$ cat src/inc/cpu_regs_consts.svh
`ifndef CPU_REGS_CONSTS_SVH
`define CPU_REGS_CONSTS_SVH
`define ADDR_PROGRAM_COUNTER 4'h0
`define ADDR_MAIN_ACC 4'h1
`define ADDR_TEMP_ACC 4'h2
`define ADDR_INDEX_REG 4'h3
`define ADDR_EXTRA_PTR 4'h4
`define ADDR_STACK_PTR 4'h5
`define ADDR_STATUS_WORD 4'h6
`define ADDR_ALU_CTRL 4'h7
`define ADDR_BANK_BASE 4'h8
`define ADDR_IRQ_CTRL 4'h9
`define RESET_WORD 16'h0000
`define RESET_CCR 8'h00
`define RESET_BANK_PTR 8'h00
`define CCR_CARRY 0
`define CCR_OVERFLOW 1
`define CCR_ZERO 2
`define CCR_NEGATIVE 3
`define CCR_IL_LO 4
`define CCR_IL_HI 5
`define CCR_IRQ_EN 6
`define CCR_HALF 7
`define IL_NONE 2'h3
`define RAM_DATA_BASE 16'h0100
`endif

$ cat src/inc/cpu_regs_pkg.sv
package cpu_regs_pkg;
  typedef enum logic [2:0] {
    OP_ADD,
    OP_SUB,
    OP_SHL,
    OP_SHR,
    OP_NONE
  } alu_op_type;
  typedef struct packed {
    logic [7:0] bank_pointer;
    logic [7:0] condition_code_byte;
  } status_word_type;
endpackage : cpu_regs_pkg

$ cat src/rtl/cpu_register_set_flags.sv
`timescale 1ns/10ps
`include "cpu_regs_consts.svh"
module cpu_register_set_flags #(
  parameter int BANK_COUNT = 32
) (
  input wire logic CLK,
  input wire logic RESETN,
  input wire logic [3:0] ADDR,
  input wire logic [15:0] WDATA,
  input wire logic WR,
  input wire logic RD,
  output logic [15:0] RDATA,
  input wire logic [1:0] IRQ_LEVEL,
  input wire logic IRQ_REQ,
  output logic IRQ_ADMIT,
  input wire logic [2:0] GPR_INDEX,
  output logic [15:0] GPR_ADDR,
  output logic GPR_BANK_VALID
);

  // Only the two RAM sizes of the family are served
  if (BANK_COUNT != 16 && BANK_COUNT != 32) begin : g_bank_count_check
    $error("BANK_COUNT must be 16 or 32");
  end

  // The level field must be two adjacent flag bits
  if (`CCR_IL_HI != `CCR_IL_LO + 1) begin : g_level_field_check
    $error("level field bits must be adjacent");
  end

  // A bank base is only found by concatenation when the data area is 8-aligned
  if ((`RAM_DATA_BASE & 16'h0007) != 16'h0000) begin : g_ram_base_check
    $error("RAM data base must be aligned to a bank");
  end

  // Dedicated registers, each beside its next value
  logic [15:0] program_counter_r;
  logic [15:0] program_counter_nxt;
  logic [15:0] main_acc_r;
  logic [15:0] main_acc_nxt;
  logic [15:0] temp_acc_r;
  logic [15:0] temp_acc_nxt;
  logic [15:0] index_register_r;
  logic [15:0] index_register_nxt;
  logic [15:0] extra_pointer_r;
  logic [15:0] extra_pointer_nxt;
  logic [15:0] stack_pointer_r;
  logic [15:0] stack_pointer_nxt;

  // Status word halves are kept apart so each has one writer
  logic [7:0] bank_pointer_r;
  logic [7:0] bank_pointer_nxt;
  logic [7:0] ccr_r;
  logic [7:0] ccr_alu;
  logic [7:0] ccr_nxt;
  cpu_regs_pkg::status_word_type status_word;

  // Arithmetic paths on the low accumulator bytes
  cpu_regs_pkg::alu_op_type op_nxt;
  logic [8:0] add9;
  logic [4:0] add5;
  logic [8:0] sub9;
  logic [4:0] sub5;
  logic [7:0] shl8;
  logic shl_out;
  logic [7:0] shr8;
  logic shr_out;
  logic [7:0] res8;

  // Register bus
  logic pc_hit;
  logic main_acc_hit;
  logic temp_acc_hit;
  logic index_hit;
  logic extra_hit;
  logic stack_hit;
  logic status_hit;
  logic alu_hit;
  logic irq_hit;
  logic [15:0] rdata_nxt;
  logic [15:0] rdata_r;

  // Interrupt gate and bank addressing
  logic irq_enable;
  logic [1:0] irq_field;
  logic [15:0] bank_base_addr;

  // A write strobe hits one register when its address matches
  function automatic logic write_hit(input logic wr_strobe, input logic [3:0] a, input logic [3:0] sel);
    write_hit = wr_strobe && (a == sel);
  endfunction : write_hit

  // Bank number sits above the three-bit register index in the data area
  function automatic logic [15:0] bank_base(input logic [7:0] bank_ptr);
    bank_base = `RAM_DATA_BASE + {5'h00, bank_ptr[4:0], 3'h0};
  endfunction : bank_base

  // Two's-complement overflow of an 8-bit add or subtract
  function automatic logic overflow8(input logic op_a7, input logic op_b7, input logic res7, input logic is_sub);
    overflow8 = ((op_a7 ^ op_b7) == is_sub) && (res7 != op_a7);
  endfunction : overflow8

  // Lower level number means higher priority; field 11 shuts all out
  function automatic logic level_admits(input logic [1:0] level, input logic [1:0] field);
    level_admits = (field != `IL_NONE) && (level < field);
  endfunction : level_admits

  // Decode: one strobe and one address pick one register
  assign pc_hit = write_hit(WR, ADDR, `ADDR_PROGRAM_COUNTER);
  assign main_acc_hit = write_hit(WR, ADDR, `ADDR_MAIN_ACC);
  assign temp_acc_hit = write_hit(WR, ADDR, `ADDR_TEMP_ACC);
  assign index_hit = write_hit(WR, ADDR, `ADDR_INDEX_REG);
  assign extra_hit = write_hit(WR, ADDR, `ADDR_EXTRA_PTR);
  assign stack_hit = write_hit(WR, ADDR, `ADDR_STACK_PTR);
  assign status_hit = write_hit(WR, ADDR, `ADDR_STATUS_WORD);
  assign alu_hit = write_hit(WR, ADDR, `ADDR_ALU_CTRL);
  assign irq_hit = write_hit(WR, ADDR, `ADDR_IRQ_CTRL);

  // Plain registers take the bus word or hold
  assign program_counter_nxt = pc_hit ? WDATA : program_counter_r;
  assign temp_acc_nxt = temp_acc_hit ? WDATA : temp_acc_r;
  assign index_register_nxt = index_hit ? WDATA : index_register_r;
  assign extra_pointer_nxt = extra_hit ? WDATA : extra_pointer_r;
  assign stack_pointer_nxt = stack_hit ? WDATA : stack_pointer_r;
  // Bank pointer changes only by a whole status word write
  assign bank_pointer_nxt = status_hit ? WDATA[15:8] : bank_pointer_r;

  // Operation write: 8-bit op on low bytes of main and temp accumulators
  always_comb begin
    op_nxt = cpu_regs_pkg::OP_NONE;
    if (alu_hit) begin
      unique case (WDATA[1:0])
        2'h0: begin
          op_nxt = cpu_regs_pkg::OP_ADD;
        end
        2'h1: begin
          op_nxt = cpu_regs_pkg::OP_SUB;
        end
        2'h2: begin
          op_nxt = cpu_regs_pkg::OP_SHL;
        end
        2'h3: begin
          op_nxt = cpu_regs_pkg::OP_SHR;
        end
      endcase
    end
  end

  // Adder: carries out of bit 7 and bit 3
  always_comb begin
    add9 = {1'b0, main_acc_r[7:0]} + {1'b0, temp_acc_r[7:0]};
    add5 = {1'b0, main_acc_r[3:0]} + {1'b0, temp_acc_r[3:0]};
  end

  // Subtractor: bit 8 and bit 4 read as borrows
  always_comb begin
    sub9 = {1'b0, main_acc_r[7:0]} - {1'b0, temp_acc_r[7:0]};
    sub5 = {1'b0, main_acc_r[3:0]} - {1'b0, temp_acc_r[3:0]};
  end

  // Shifters keep the bit that falls off for the carry
  always_comb begin
    shl8 = {main_acc_r[6:0], 1'b0};
    shl_out = main_acc_r[7];
    shr8 = {1'b0, main_acc_r[7:1]};
    shr_out = main_acc_r[0];
  end

  // Select: shifts leave half and overflow as they were
  always_comb begin
    ccr_alu = ccr_r;
    res8 = main_acc_r[7:0];
    unique case (op_nxt)
      cpu_regs_pkg::OP_ADD: begin
        res8 = add9[7:0];
        ccr_alu[`CCR_CARRY] = add9[8];
        ccr_alu[`CCR_HALF] = add5[4];
        ccr_alu[`CCR_OVERFLOW] = overflow8(main_acc_r[7], temp_acc_r[7], add9[7], 1'b0);
      end
      cpu_regs_pkg::OP_SUB: begin
        res8 = sub9[7:0];
        ccr_alu[`CCR_CARRY] = sub9[8];
        ccr_alu[`CCR_HALF] = sub5[4];
        ccr_alu[`CCR_OVERFLOW] = overflow8(main_acc_r[7], temp_acc_r[7], sub9[7], 1'b1);
      end
      cpu_regs_pkg::OP_SHL: begin
        res8 = shl8;
        ccr_alu[`CCR_CARRY] = shl_out;
      end
      cpu_regs_pkg::OP_SHR: begin
        res8 = shr8;
        ccr_alu[`CCR_CARRY] = shr_out;
      end
      cpu_regs_pkg::OP_NONE: begin
      end
    endcase
    if (op_nxt != cpu_regs_pkg::OP_NONE) begin
      ccr_alu[`CCR_NEGATIVE] = res8[7];
      ccr_alu[`CCR_ZERO] = (res8 == 8'h00);
    end
  end

  // Software writes win over the flag update; the two never share a cycle
  always_comb begin
    ccr_nxt = ccr_alu;
    if (status_hit) begin
      ccr_nxt = WDATA[7:0];
    end else if (irq_hit) begin
      ccr_nxt = ccr_r;
      ccr_nxt[`CCR_IRQ_EN] = WDATA[2];
      ccr_nxt[`CCR_IL_HI:`CCR_IL_LO] = WDATA[1:0];
    end
  end

  // Upper accumulator byte is kept by 8-bit operations
  always_comb begin
    main_acc_nxt = main_acc_r;
    if (op_nxt != cpu_regs_pkg::OP_NONE) begin
      main_acc_nxt = {main_acc_r[15:8], res8};
    end else if (main_acc_hit) begin
      main_acc_nxt = WDATA;
    end
  end

  // Program counter
  always_ff @(posedge CLK or negedge RESETN) begin
    if (!RESETN) begin
      program_counter_r <= `RESET_WORD;
    end else begin
      program_counter_r <= program_counter_nxt;
    end
  end

  // Main accumulator
  always_ff @(posedge CLK or negedge RESETN) begin
    if (!RESETN) begin
      main_acc_r <= `RESET_WORD;
    end else begin
      main_acc_r <= main_acc_nxt;
    end
  end

  // Temporary accumulator, the second operand
  always_ff @(posedge CLK or negedge RESETN) begin
    if (!RESETN) begin
      temp_acc_r <= `RESET_WORD;
    end else begin
      temp_acc_r <= temp_acc_nxt;
    end
  end

  // Index register
  always_ff @(posedge CLK or negedge RESETN) begin
    if (!RESETN) begin
      index_register_r <= `RESET_WORD;
    end else begin
      index_register_r <= index_register_nxt;
    end
  end

  // Extra pointer
  always_ff @(posedge CLK or negedge RESETN) begin
    if (!RESETN) begin
      extra_pointer_r <= `RESET_WORD;
    end else begin
      extra_pointer_r <= extra_pointer_nxt;
    end
  end

  // Stack pointer
  always_ff @(posedge CLK or negedge RESETN) begin
    if (!RESETN) begin
      stack_pointer_r <= `RESET_WORD;
    end else begin
      stack_pointer_r <= stack_pointer_nxt;
    end
  end

  // Bank pointer, upper half of the status word
  always_ff @(posedge CLK or negedge RESETN) begin
    if (!RESETN) begin
      bank_pointer_r <= `RESET_BANK_PTR;
    end else begin
      bank_pointer_r <= bank_pointer_nxt;
    end
  end

  // Condition code byte; reset leaves interrupts shut
  always_ff @(posedge CLK or negedge RESETN) begin
    if (!RESETN) begin
      ccr_r <= `RESET_CCR;
    end else begin
      ccr_r <= ccr_nxt;
    end
  end

  // Whole status word as software sees it
  assign status_word.bank_pointer = bank_pointer_r;
  assign status_word.condition_code_byte = ccr_r;

  // Enable and level field live in the flag byte
  assign irq_enable = ccr_r[`CCR_IRQ_EN];
  assign irq_field = ccr_r[`CCR_IL_HI:`CCR_IL_LO];
  assign IRQ_ADMIT = IRQ_REQ && irq_enable && level_admits(IRQ_LEVEL, irq_field);

  // Only five pointer bits reach the address; validity looks at all eight
  assign bank_base_addr = bank_base(bank_pointer_r);
  assign GPR_ADDR = bank_base_addr + {13'h0000, GPR_INDEX};
  assign GPR_BANK_VALID = ({24'h000000, bank_pointer_r} < BANK_COUNT);

  // Read select; write-only and unmapped addresses read as zero
  always_comb begin
    rdata_nxt = 16'h0000;
    if (RD) begin
      unique case (ADDR)
        `ADDR_PROGRAM_COUNTER: begin
          rdata_nxt = program_counter_r;
        end
        `ADDR_MAIN_ACC: begin
          rdata_nxt = main_acc_r;
        end
        `ADDR_TEMP_ACC: begin
          rdata_nxt = temp_acc_r;
        end
        `ADDR_INDEX_REG: begin
          rdata_nxt = index_register_r;
        end
        `ADDR_EXTRA_PTR: begin
          rdata_nxt = extra_pointer_r;
        end
        `ADDR_STACK_PTR: begin
          rdata_nxt = stack_pointer_r;
        end
        `ADDR_STATUS_WORD: begin
          rdata_nxt = status_word;
        end
        `ADDR_BANK_BASE: begin
          rdata_nxt = bank_base_addr;
        end
        default: begin
          rdata_nxt = 16'h0000;
        end
      endcase
    end
  end

  // Read data stand for one cycle only, zero otherwise
  always_ff @(posedge CLK or negedge RESETN) begin
    if (!RESETN) begin
      rdata_r <= 16'h0000;
    end else begin
      rdata_r <= rdata_nxt;
    end
  end

  assign RDATA = rdata_r;
endmodule : cpu_register_set_flags

$ cat config.mk
export PLATFORM = sky130hd
export DESIGN_NAME = cpu_register_set_flags
export DESIGN_NICKNAME = d
export VERILOG_FILES = /design/src/inc/cpu_regs_pkg.sv /design/src/rtl/cpu_register_set_flags.sv
export VERILOG_INCLUDE_DIRS = /design/src /design/src/inc
export SDC_FILE = /design/constraint.sdc
export NUM_CORES = 1
export LEC_CHECK = 0
export BUFFER_PORTS_ARGS = -buffer_cell sky130_fd_sc_hd__buf_2
export CAP_MARGIN = 20
export CORE_MARGIN = 10
export CORE_UTILIZATION = 30
export CTS_CLUSTER_DIAMETER = 30
export DETAILED_ROUTE_END_ITERATION = 12
export GPL_TIMING_DRIVEN = 0
export PLACE_DENSITY_LB_ADDON = 0.3
export SYNTH_ARGS = -nofsm -noshare
export SYNTH_HDL_FRONTEND = slang
export SYNTH_SLANG_ARGS = --single-unit
export TNS_END_PERCENT = 100
$ cat constraint.sdc
create_clock -name CLK -period 2.3 [get_ports CLK]
set_input_delay 0.23 -clock CLK [delete_from_list [all_inputs] [get_ports CLK]]
set_output_delay 0.23 -clock CLK [all_outputs]
set_load 0.01 [all_outputs]
==> results of run 1 <==
==> cell families (layout without fill, tap and decap cells) <==
| logic type | after synthesis | in the layout | synth area share (%) |
|---|---|---|---|
| DFF | 128 | 128 | 47.4 |
| xor gates and xnor gates | 7 | 7 | 0.907 |
| AOI/OAI and AO/OA | 155 | 155 | 16.1 |
| muxes | 99 | 99 | 16.6 |
| other | 2 | 9 | 0.111 |
| and+or+nand+nor | 119 | 119 | 8.51 |
| buffers and inverters | 77 | 182 | 5.75 |
| adders and majority gates | 24 | 24 | 4.66 |
==> through the flow <==
stage               total power, mW  setup WS, ns  cell area (µm²)
floorplan                      4.49       -0.0633             6810
global placement               5.07         -1.02             7410
detailed placement             5.11        -0.570             7450
CTS                            8.44        -0.272             8350
global route                   9.06        -0.416             8490
finish                         8.60        -0.363             8490
==> worst paths after layout <==
path                                             startpoint                               end  slack [ns]  cells after the start
hold reg to reg            program_counter_r[0]$_DFFE_PN0P_  program_counter_r[0]$_DFFE_PN0P_        0.48                      2
min in group asynchronous                            RESETN   extra_pointer_r[10]$_DFFE_PN0P_        0.39                      2
max in group asynchronous                            RESETN         main_acc_r[3]$_DFFE_PN0P_        1.17                      3
setup reg to reg                  main_acc_r[0]$_DFFE_PN0P_              ccr_r[2]$_DFFE_PN0P_       -0.36                     11
setup / recovery                  main_acc_r[0]$_DFFE_PN0P_              ccr_r[2]$_DFFE_PN0P_       -0.36                     11
hold / removal                                     WDATA[9]     bank_pointer_r[1]$_DFFE_PN0P_        0.14                      2
==> synthesized netlist by cell type, types with 3 or more instances <==
cell,n,area share (%)
dfrtp_1,128,47
mux2_2,86,14
nand2_1,39,2.2
a22oi_1,33,3.7
o21ai_0,31,2.3
nor2_1,28,1.6
inv_1,24,1.3
ha_1,22,4.1
a21oi_1,21,1.6
clkbuf_1,20,1.1
buf_4,19,2.1
a31oi_1,17,1.6
buf_2,11,0.81
mux2i_1,11,1.6
nor3_1,10,0.74
a222oi_1,9,1.3
and3_1,8,0.74
a221o_1,7,1.0
nand2b_1,6,0.56
a221oi_1,5,0.65
a22o_1,5,0.65
nor2b_1,5,0.46
nand3_1,4,0.30
o31ai_1,4,0.44
xnor2_1,4,0.52
nor4_1,3,0.28
xor2_1,3,0.39
==> layer usage <==
metal	track usage, %	up-vias
met4	3.78	0
met3	3.33	29
li1	-	2449
met5	0	-
met2	22.6	169
met1	18.7	2692
==> worst max-delay path, cell delays in order (launching register included) <==
cell and delay [ns]:
dfrtp_1 0.42, inv_2 0.10, ha_4 0.12, inv_2 0.03
fa_2 0.38, a21o_1 0.23, o2bb2ai_2 0.15, o21ai_0 0.30
a311oi_2 0.15, a41o_1 0.28, a211oi_2 0.29, o31ai_2 0.10
==> flip-flops by register name (all words and copies together), names as in the netlist <==
register           cells
index_register_r      16
program_counter_r     16
RDATA                 16
main_acc_r            16
stack_pointer_r       16
extra_pointer_r       16
bank_pointer_r         8
ccr_r                  8
temp_acc_r            16
==> repair_timing <==
item                                   CTS  global route
gates resized for setup                 31            23
pin swaps                                6            20
buffers inserted                        19             5
hold buffers                             1             0
setup endpoints to repair                9            15
endpoints found under the hold margin   76             0
==> layout make-up <==
type / count / area (µm²) / share of cell area [%]
diodes: 1 / 2.50 / 0.0295
plain buffers: 51 / 300 / 3.54
clock buffers: 20 / 447 / 5.26
clock inverters: 12 / 205 / 2.42
inverters: 24 / 95.1 / 1.12
multi-input cells: 412 / 3400 / 40.1
flip-flops and latches: 128 / 3210 / 37.8
well taps: 280 / 350 / 4.13
repair buffers: 75 / 474 / 5.59
==> power breakdown <==
| part | leakage (nW) | total, mW | switching, mW | internal (mW) |
|---|---|---|---|---|
| Clock | 0.311 | 3.00 | 1.04 | 1.96 |
| Sequential | 1.59 | 3.13 | 0.382 | 2.75 |
| Combinational | 1.87 | 2.47 | 1.22 | 1.25 |
==> results_dict.tcl, run 1 <==
set metrics [dict create \
    final_cells 1003 \
    startpoint_type "flop" \
    hold_viol_final 0 \
    path_clk_slew_ns 0.06 \
    whs_ns 0.137 \
    die_h_um 170 \
    grt_pass1_vias 5385 \
    timing.fmax_mhz 375 \
    syn_inst 611 \
    ys_async_sr_fraction_pct 100 \
    drive_gt1_share_pct 38.1 \
    power_density_nw_per_um2 1010 \
    wl_met3_um 1220 \
    worst-setup-path-type "flop to flop" \
    slew-limit-headroom_pct 47.6 \
    globalRouteOverflowTotal 0 \
    hpwl_um 13800 \
    synth-edff-count 0 \
    min_period_ns 2.66 \
    rsz0062_at_grt "yes" \
    ir_worst_vdd_uv 551 \
    status "finished with violations" \
    via_per_inst 5.32 \
    drc 0 \
    cts_root_buffer "clkbuf_16" \
    nNetsFinal 763 \
    fillers 2198 \
    cts_made_buffers 17 \
    worst_slack_ns -0.363 \
    avgRoutedWirePerCell_um 20.4 \
    port_buffers 50 \
    yosysWarningCount 0 \
    fin_skew_ns 0.00701 \
    grt_pass1_wl_um 31700 \
    syn_to_final_growth_pct 25.6 \
    crit_arrival_ns 2.95 \
    synth_area_per_cell_um2 11.1 \
    ant_nets 0 \
    core_area_um2 22000 \
    fin_util_pct 38.5 \
    ys_seq_elements 128 \
    ys_types 60 \
    pin_count 64 \
    wl_met2_um 9580 \
    worst_slew_pin_slew_ns 0.784 \
    drv_slew 0 \
    critPathMaxFanout 4 \
    end_kind "flop" \
    firstDrtPassIters 7 \
    clockBufferDepth 2 \
    vias 5339 \
    highest_layer "met4" \
    leakage_nw 3.77 \
    grt_max_degree 78 \
    dpl.cell_count 948 \
    hold_path_class "input port to flop" \
    wirelength_um 20500 \
    wl_met1_um 9310 \
    synth_top_flop_cell "dfrtp_1" \
    finalCritPeriodShare_pct 116 \
    htree_levels 4 \
    grt_usage_pct 14.1 \
    gp_congestion 0.850 \
    fp.dieW_um 170 \
    layout_commonest_cell "dfrtp_1" \
    initial_core_util_pct 30.7 \
    required_ns 2.59 \
    rows 54 \
    mostFrequentLayoutCells "dfrtp_1, mux2_2, buf_2, buf_4, nand2_1" \
    failed_checks "setup timing" \
    clkLatencyLatePin_ns 0.42 \
    antenna_found_initial 1 \
    tns_ns -1.12 \
    tritoncts "built" \
    dieArea_um2 28900 \
    drt_iter0_markers 443 \
    finalSetupViolations 7 \
    synth.cell_area_um2 6760 \
    cts_num_sinks 128 \
    synth_seq_area_share_pct 47.4 \
    maxCapViolations 0 \
]
No activity file was read; power rests on OpenSTA's default activity.
==> inputs of run 2 (changes only) <==
==> constraint.sdc (replaced) <==
create_clock -name CLK -period 2.3 [get_ports CLK]
set_input_delay 0 -clock CLK [delete_from_list [all_inputs] [get_ports CLK]]
set_output_delay 0 -clock CLK [all_outputs]
set_load 0.01 [all_outputs]
==> run 2 against run 1 <==
Effect of this change: the flow still finishes with violations (setup timing); cell area up 0.52%; largest power group unchanged; largest cell class unchanged; core utilization up 0.20 points; clock power down 18%; critical path type unchanged; first-iteration DRC count up 15%; power down 5.4%.
==> results_dict.tcl, run 2 (synthesis gave the netlist of run 1 again) <==
set metrics [dict create \
    rr_startpoint "main_acc_r[0]$_DFFE_PN0P_" \
    layout_commonest_cell "dfrtp_1" \
    core_area_um2 22000 \
    power_density_nw_per_um2 953 \
    cts_root_buffer "clkbuf_16" \
    dieArea_um2 28900 \
    syn_to_final_growth_pct 26.2 \
    wl_met1_um 9490 \
    initial_core_util_pct 30.7 \
    failed_checks "setup timing" \
    ir_worst_vdd_uv 497 \
    worst_slew_pin_slew_ns 0.844 \
    vias 5363 \
    crit_arrival_ns 2.86 \
    pin_count 64 \
    cts_made_buffers 17 \
    end_kind "flop" \
    hpwl_um 14000 \
    preCtsSetupSlack_ns -0.389 \
    drive_gt1_share_pct 37.7 \
    via_per_inst 5.27 \
    min_period_ns 2.53 \
    startpoint_type "flop" \
    ant_nets 0 \
    rr_endpoint "ccr_r[2]$_DFFE_PN0P_" \
    hold_path_class "input port to flop" \
    drv_slew 0 \
    worst_slack_ns -0.233 \
    placed_cell_area_um2 7440 \
    status "finished with violations" \
    port_buffers 50 \
    slew-limit-headroom_pct 43.6 \
    globalRouteOverflowTotal 0 \
    htree_levels 4 \
    maxCapViolations 0 \
    finalSetupViolations 5 \
    highest_layer "met4" \
    rows 54 \
    clockBufferDepth 2 \
    firstDrtPassIters 7 \
    hold_viol_final 0 \
    grt_max_degree 81 \
    gp_congestion 0.842 \
    fin_skew_ns 0.0109 \
    leakage_nw 3.77 \
    drc 0 \
    reg2reg_depth 8 \
    nNetsFinal 779 \
    diodes 0 \
    wirelength_um 20900 \
    cts_num_sinks 128 \
    fp.dieW_um 170 \
    finalCritPeriodShare_pct 110 \
    antenna_found_initial 0 \
    critPathSlowestCell "mux4_2" \
    worst-setup-path-type "flop to flop" \
    hold_end "ccr_r[6]$_DFFE_PN0P_" \
    wl_met2_um 9600 \
    grt_pass1_vias 5495 \
    avgRoutedWirePerCell_um 20.5 \
    hold_path.startpoint "WDATA[2]" \
    rsz0062_at_grt "yes" \
    timing.fmax_mhz 395 \
    path_cells "ha_2 > fa_2 > xnor2_1 > mux4_2 > nor3_2 > nand3_1 > a2111o_1 > o31ai_2" \
    path_clk_slew_ns 0.06 \
    min_path_cells 3 \
    drt_iter0_markers 509 \
    critPathMaxFanout 4 \
    cp_slowest_stage_delay_ns 0.49 \
    fin_area_um2 8530 \
    tritoncts "built" \
    regToRegSetupSlack_ns -0.23 \
    grt_usage_pct 14.3 \
    die_h_um 170 \
    wl_met3_um 1380 \
    required_ns 2.63 \
    mostFrequentLayoutCells "dfrtp_1, mux2_2, buf_2, buf_4, nand2_1" \
    grt_pass1_wl_um 32200 \
    clkLatencyLatePin_ns 0.43 \
]
==> run 2: cell type report <==
type,count,area [µm²]
clock buffer,20,457
buffer,51,300
sequential,128,3210
tap,280,350
clock inverter,11,87.6
inverter,24,92.6
multi-input combinational,412,3400
fill,2206,13500
timing repair buffer,91,636
==> run 2: how the worst max path moves through the flow <==
stage / from / endpoint / slack (ns) / cells after the start
global route: main_acc_r[0]$_DFFE_PN0P_ / ccr_r[2]$_DFFE_PN0P_ / -0.36 / 10
global placement: RESETN / temp_acc_r[0]$_DFFE_PN0P_ / -0.78 / 1
CTS: temp_acc_r[0]$_DFFE_PN0P_ / main_acc_r[6]$_DFFE_PN0P_ / -0.25 / 9
floorplan: main_acc_r[0]$_DFFE_PN0P_ / ccr_r[2]$_DFFE_PN0P_ / -0.06 / 10
detailed placement: WR / ccr_r[7]$_DFFE_PN0P_ / -0.39 / 13
finish: main_acc_r[0]$_DFFE_PN0P_ / ccr_r[2]$_DFFE_PN0P_ / -0.23 / 8
==> run 2: what timing repair did <==
item,CTS,global route
endpoints found under the setup margin,9,8
hold buffers,14,0
pin swaps,14,18
setup buffers,20,7
resized for setup,32,20
hold endpoints to repair,168,0
==> run 2: critical path, delay by kind of cell (launching register included) <==
kind | cells | cell delay [ns]
compound gates | 2 | 0.53
xor+xnor | 1 | 0.15
fa+ha+maj | 2 | 0.61
flops | 1 | 0.42
mux | 1 | 0.49
simple gates | 2 | 0.25
==> run 2: metrics by stage <==
| step | utilization, % | std cells | hold WS (ns) | setup TNS, ns | power [mW] |
|---|---|---|---|---|---|
| 4_1_cts | 38.1 | 1011 | 0.00269 | -0.658 | 7.93 |
| 3_5_place_dp | 33.8 | 948 | -0.0249 | -2.63 | 5.12 |
| 3_3_place_gp | 33.6 | 947 | 0.190 | -72.71 | 5.07 |
| 5_1_grt | 38.7 | 1017 | 0.0562 | -1.43 | 8.55 |
| 2_1_floorplan | - | 617 | -0.296 | -0.0829 | 4.47 |
| 6_report | 38.7 | 1017 | 0.0393 | -0.806 | 8.13 |
==> run 2: per-layer routing <==
layer	up-vias	GRT usage, %
met4	0	4.35
li1	2458	-
met2	174	22.4
met5	-	0
met3	28	3.52
met1	2703	19.2
==> run 2: report_power, final <==
group	total (mW)	leakage, nW	switching, mW	internal, mW
Combinational	2.52	1.93	1.22	1.29
Sequential	3.15	1.59	0.403	2.75
Clock	2.46	0.254	1.03	1.43
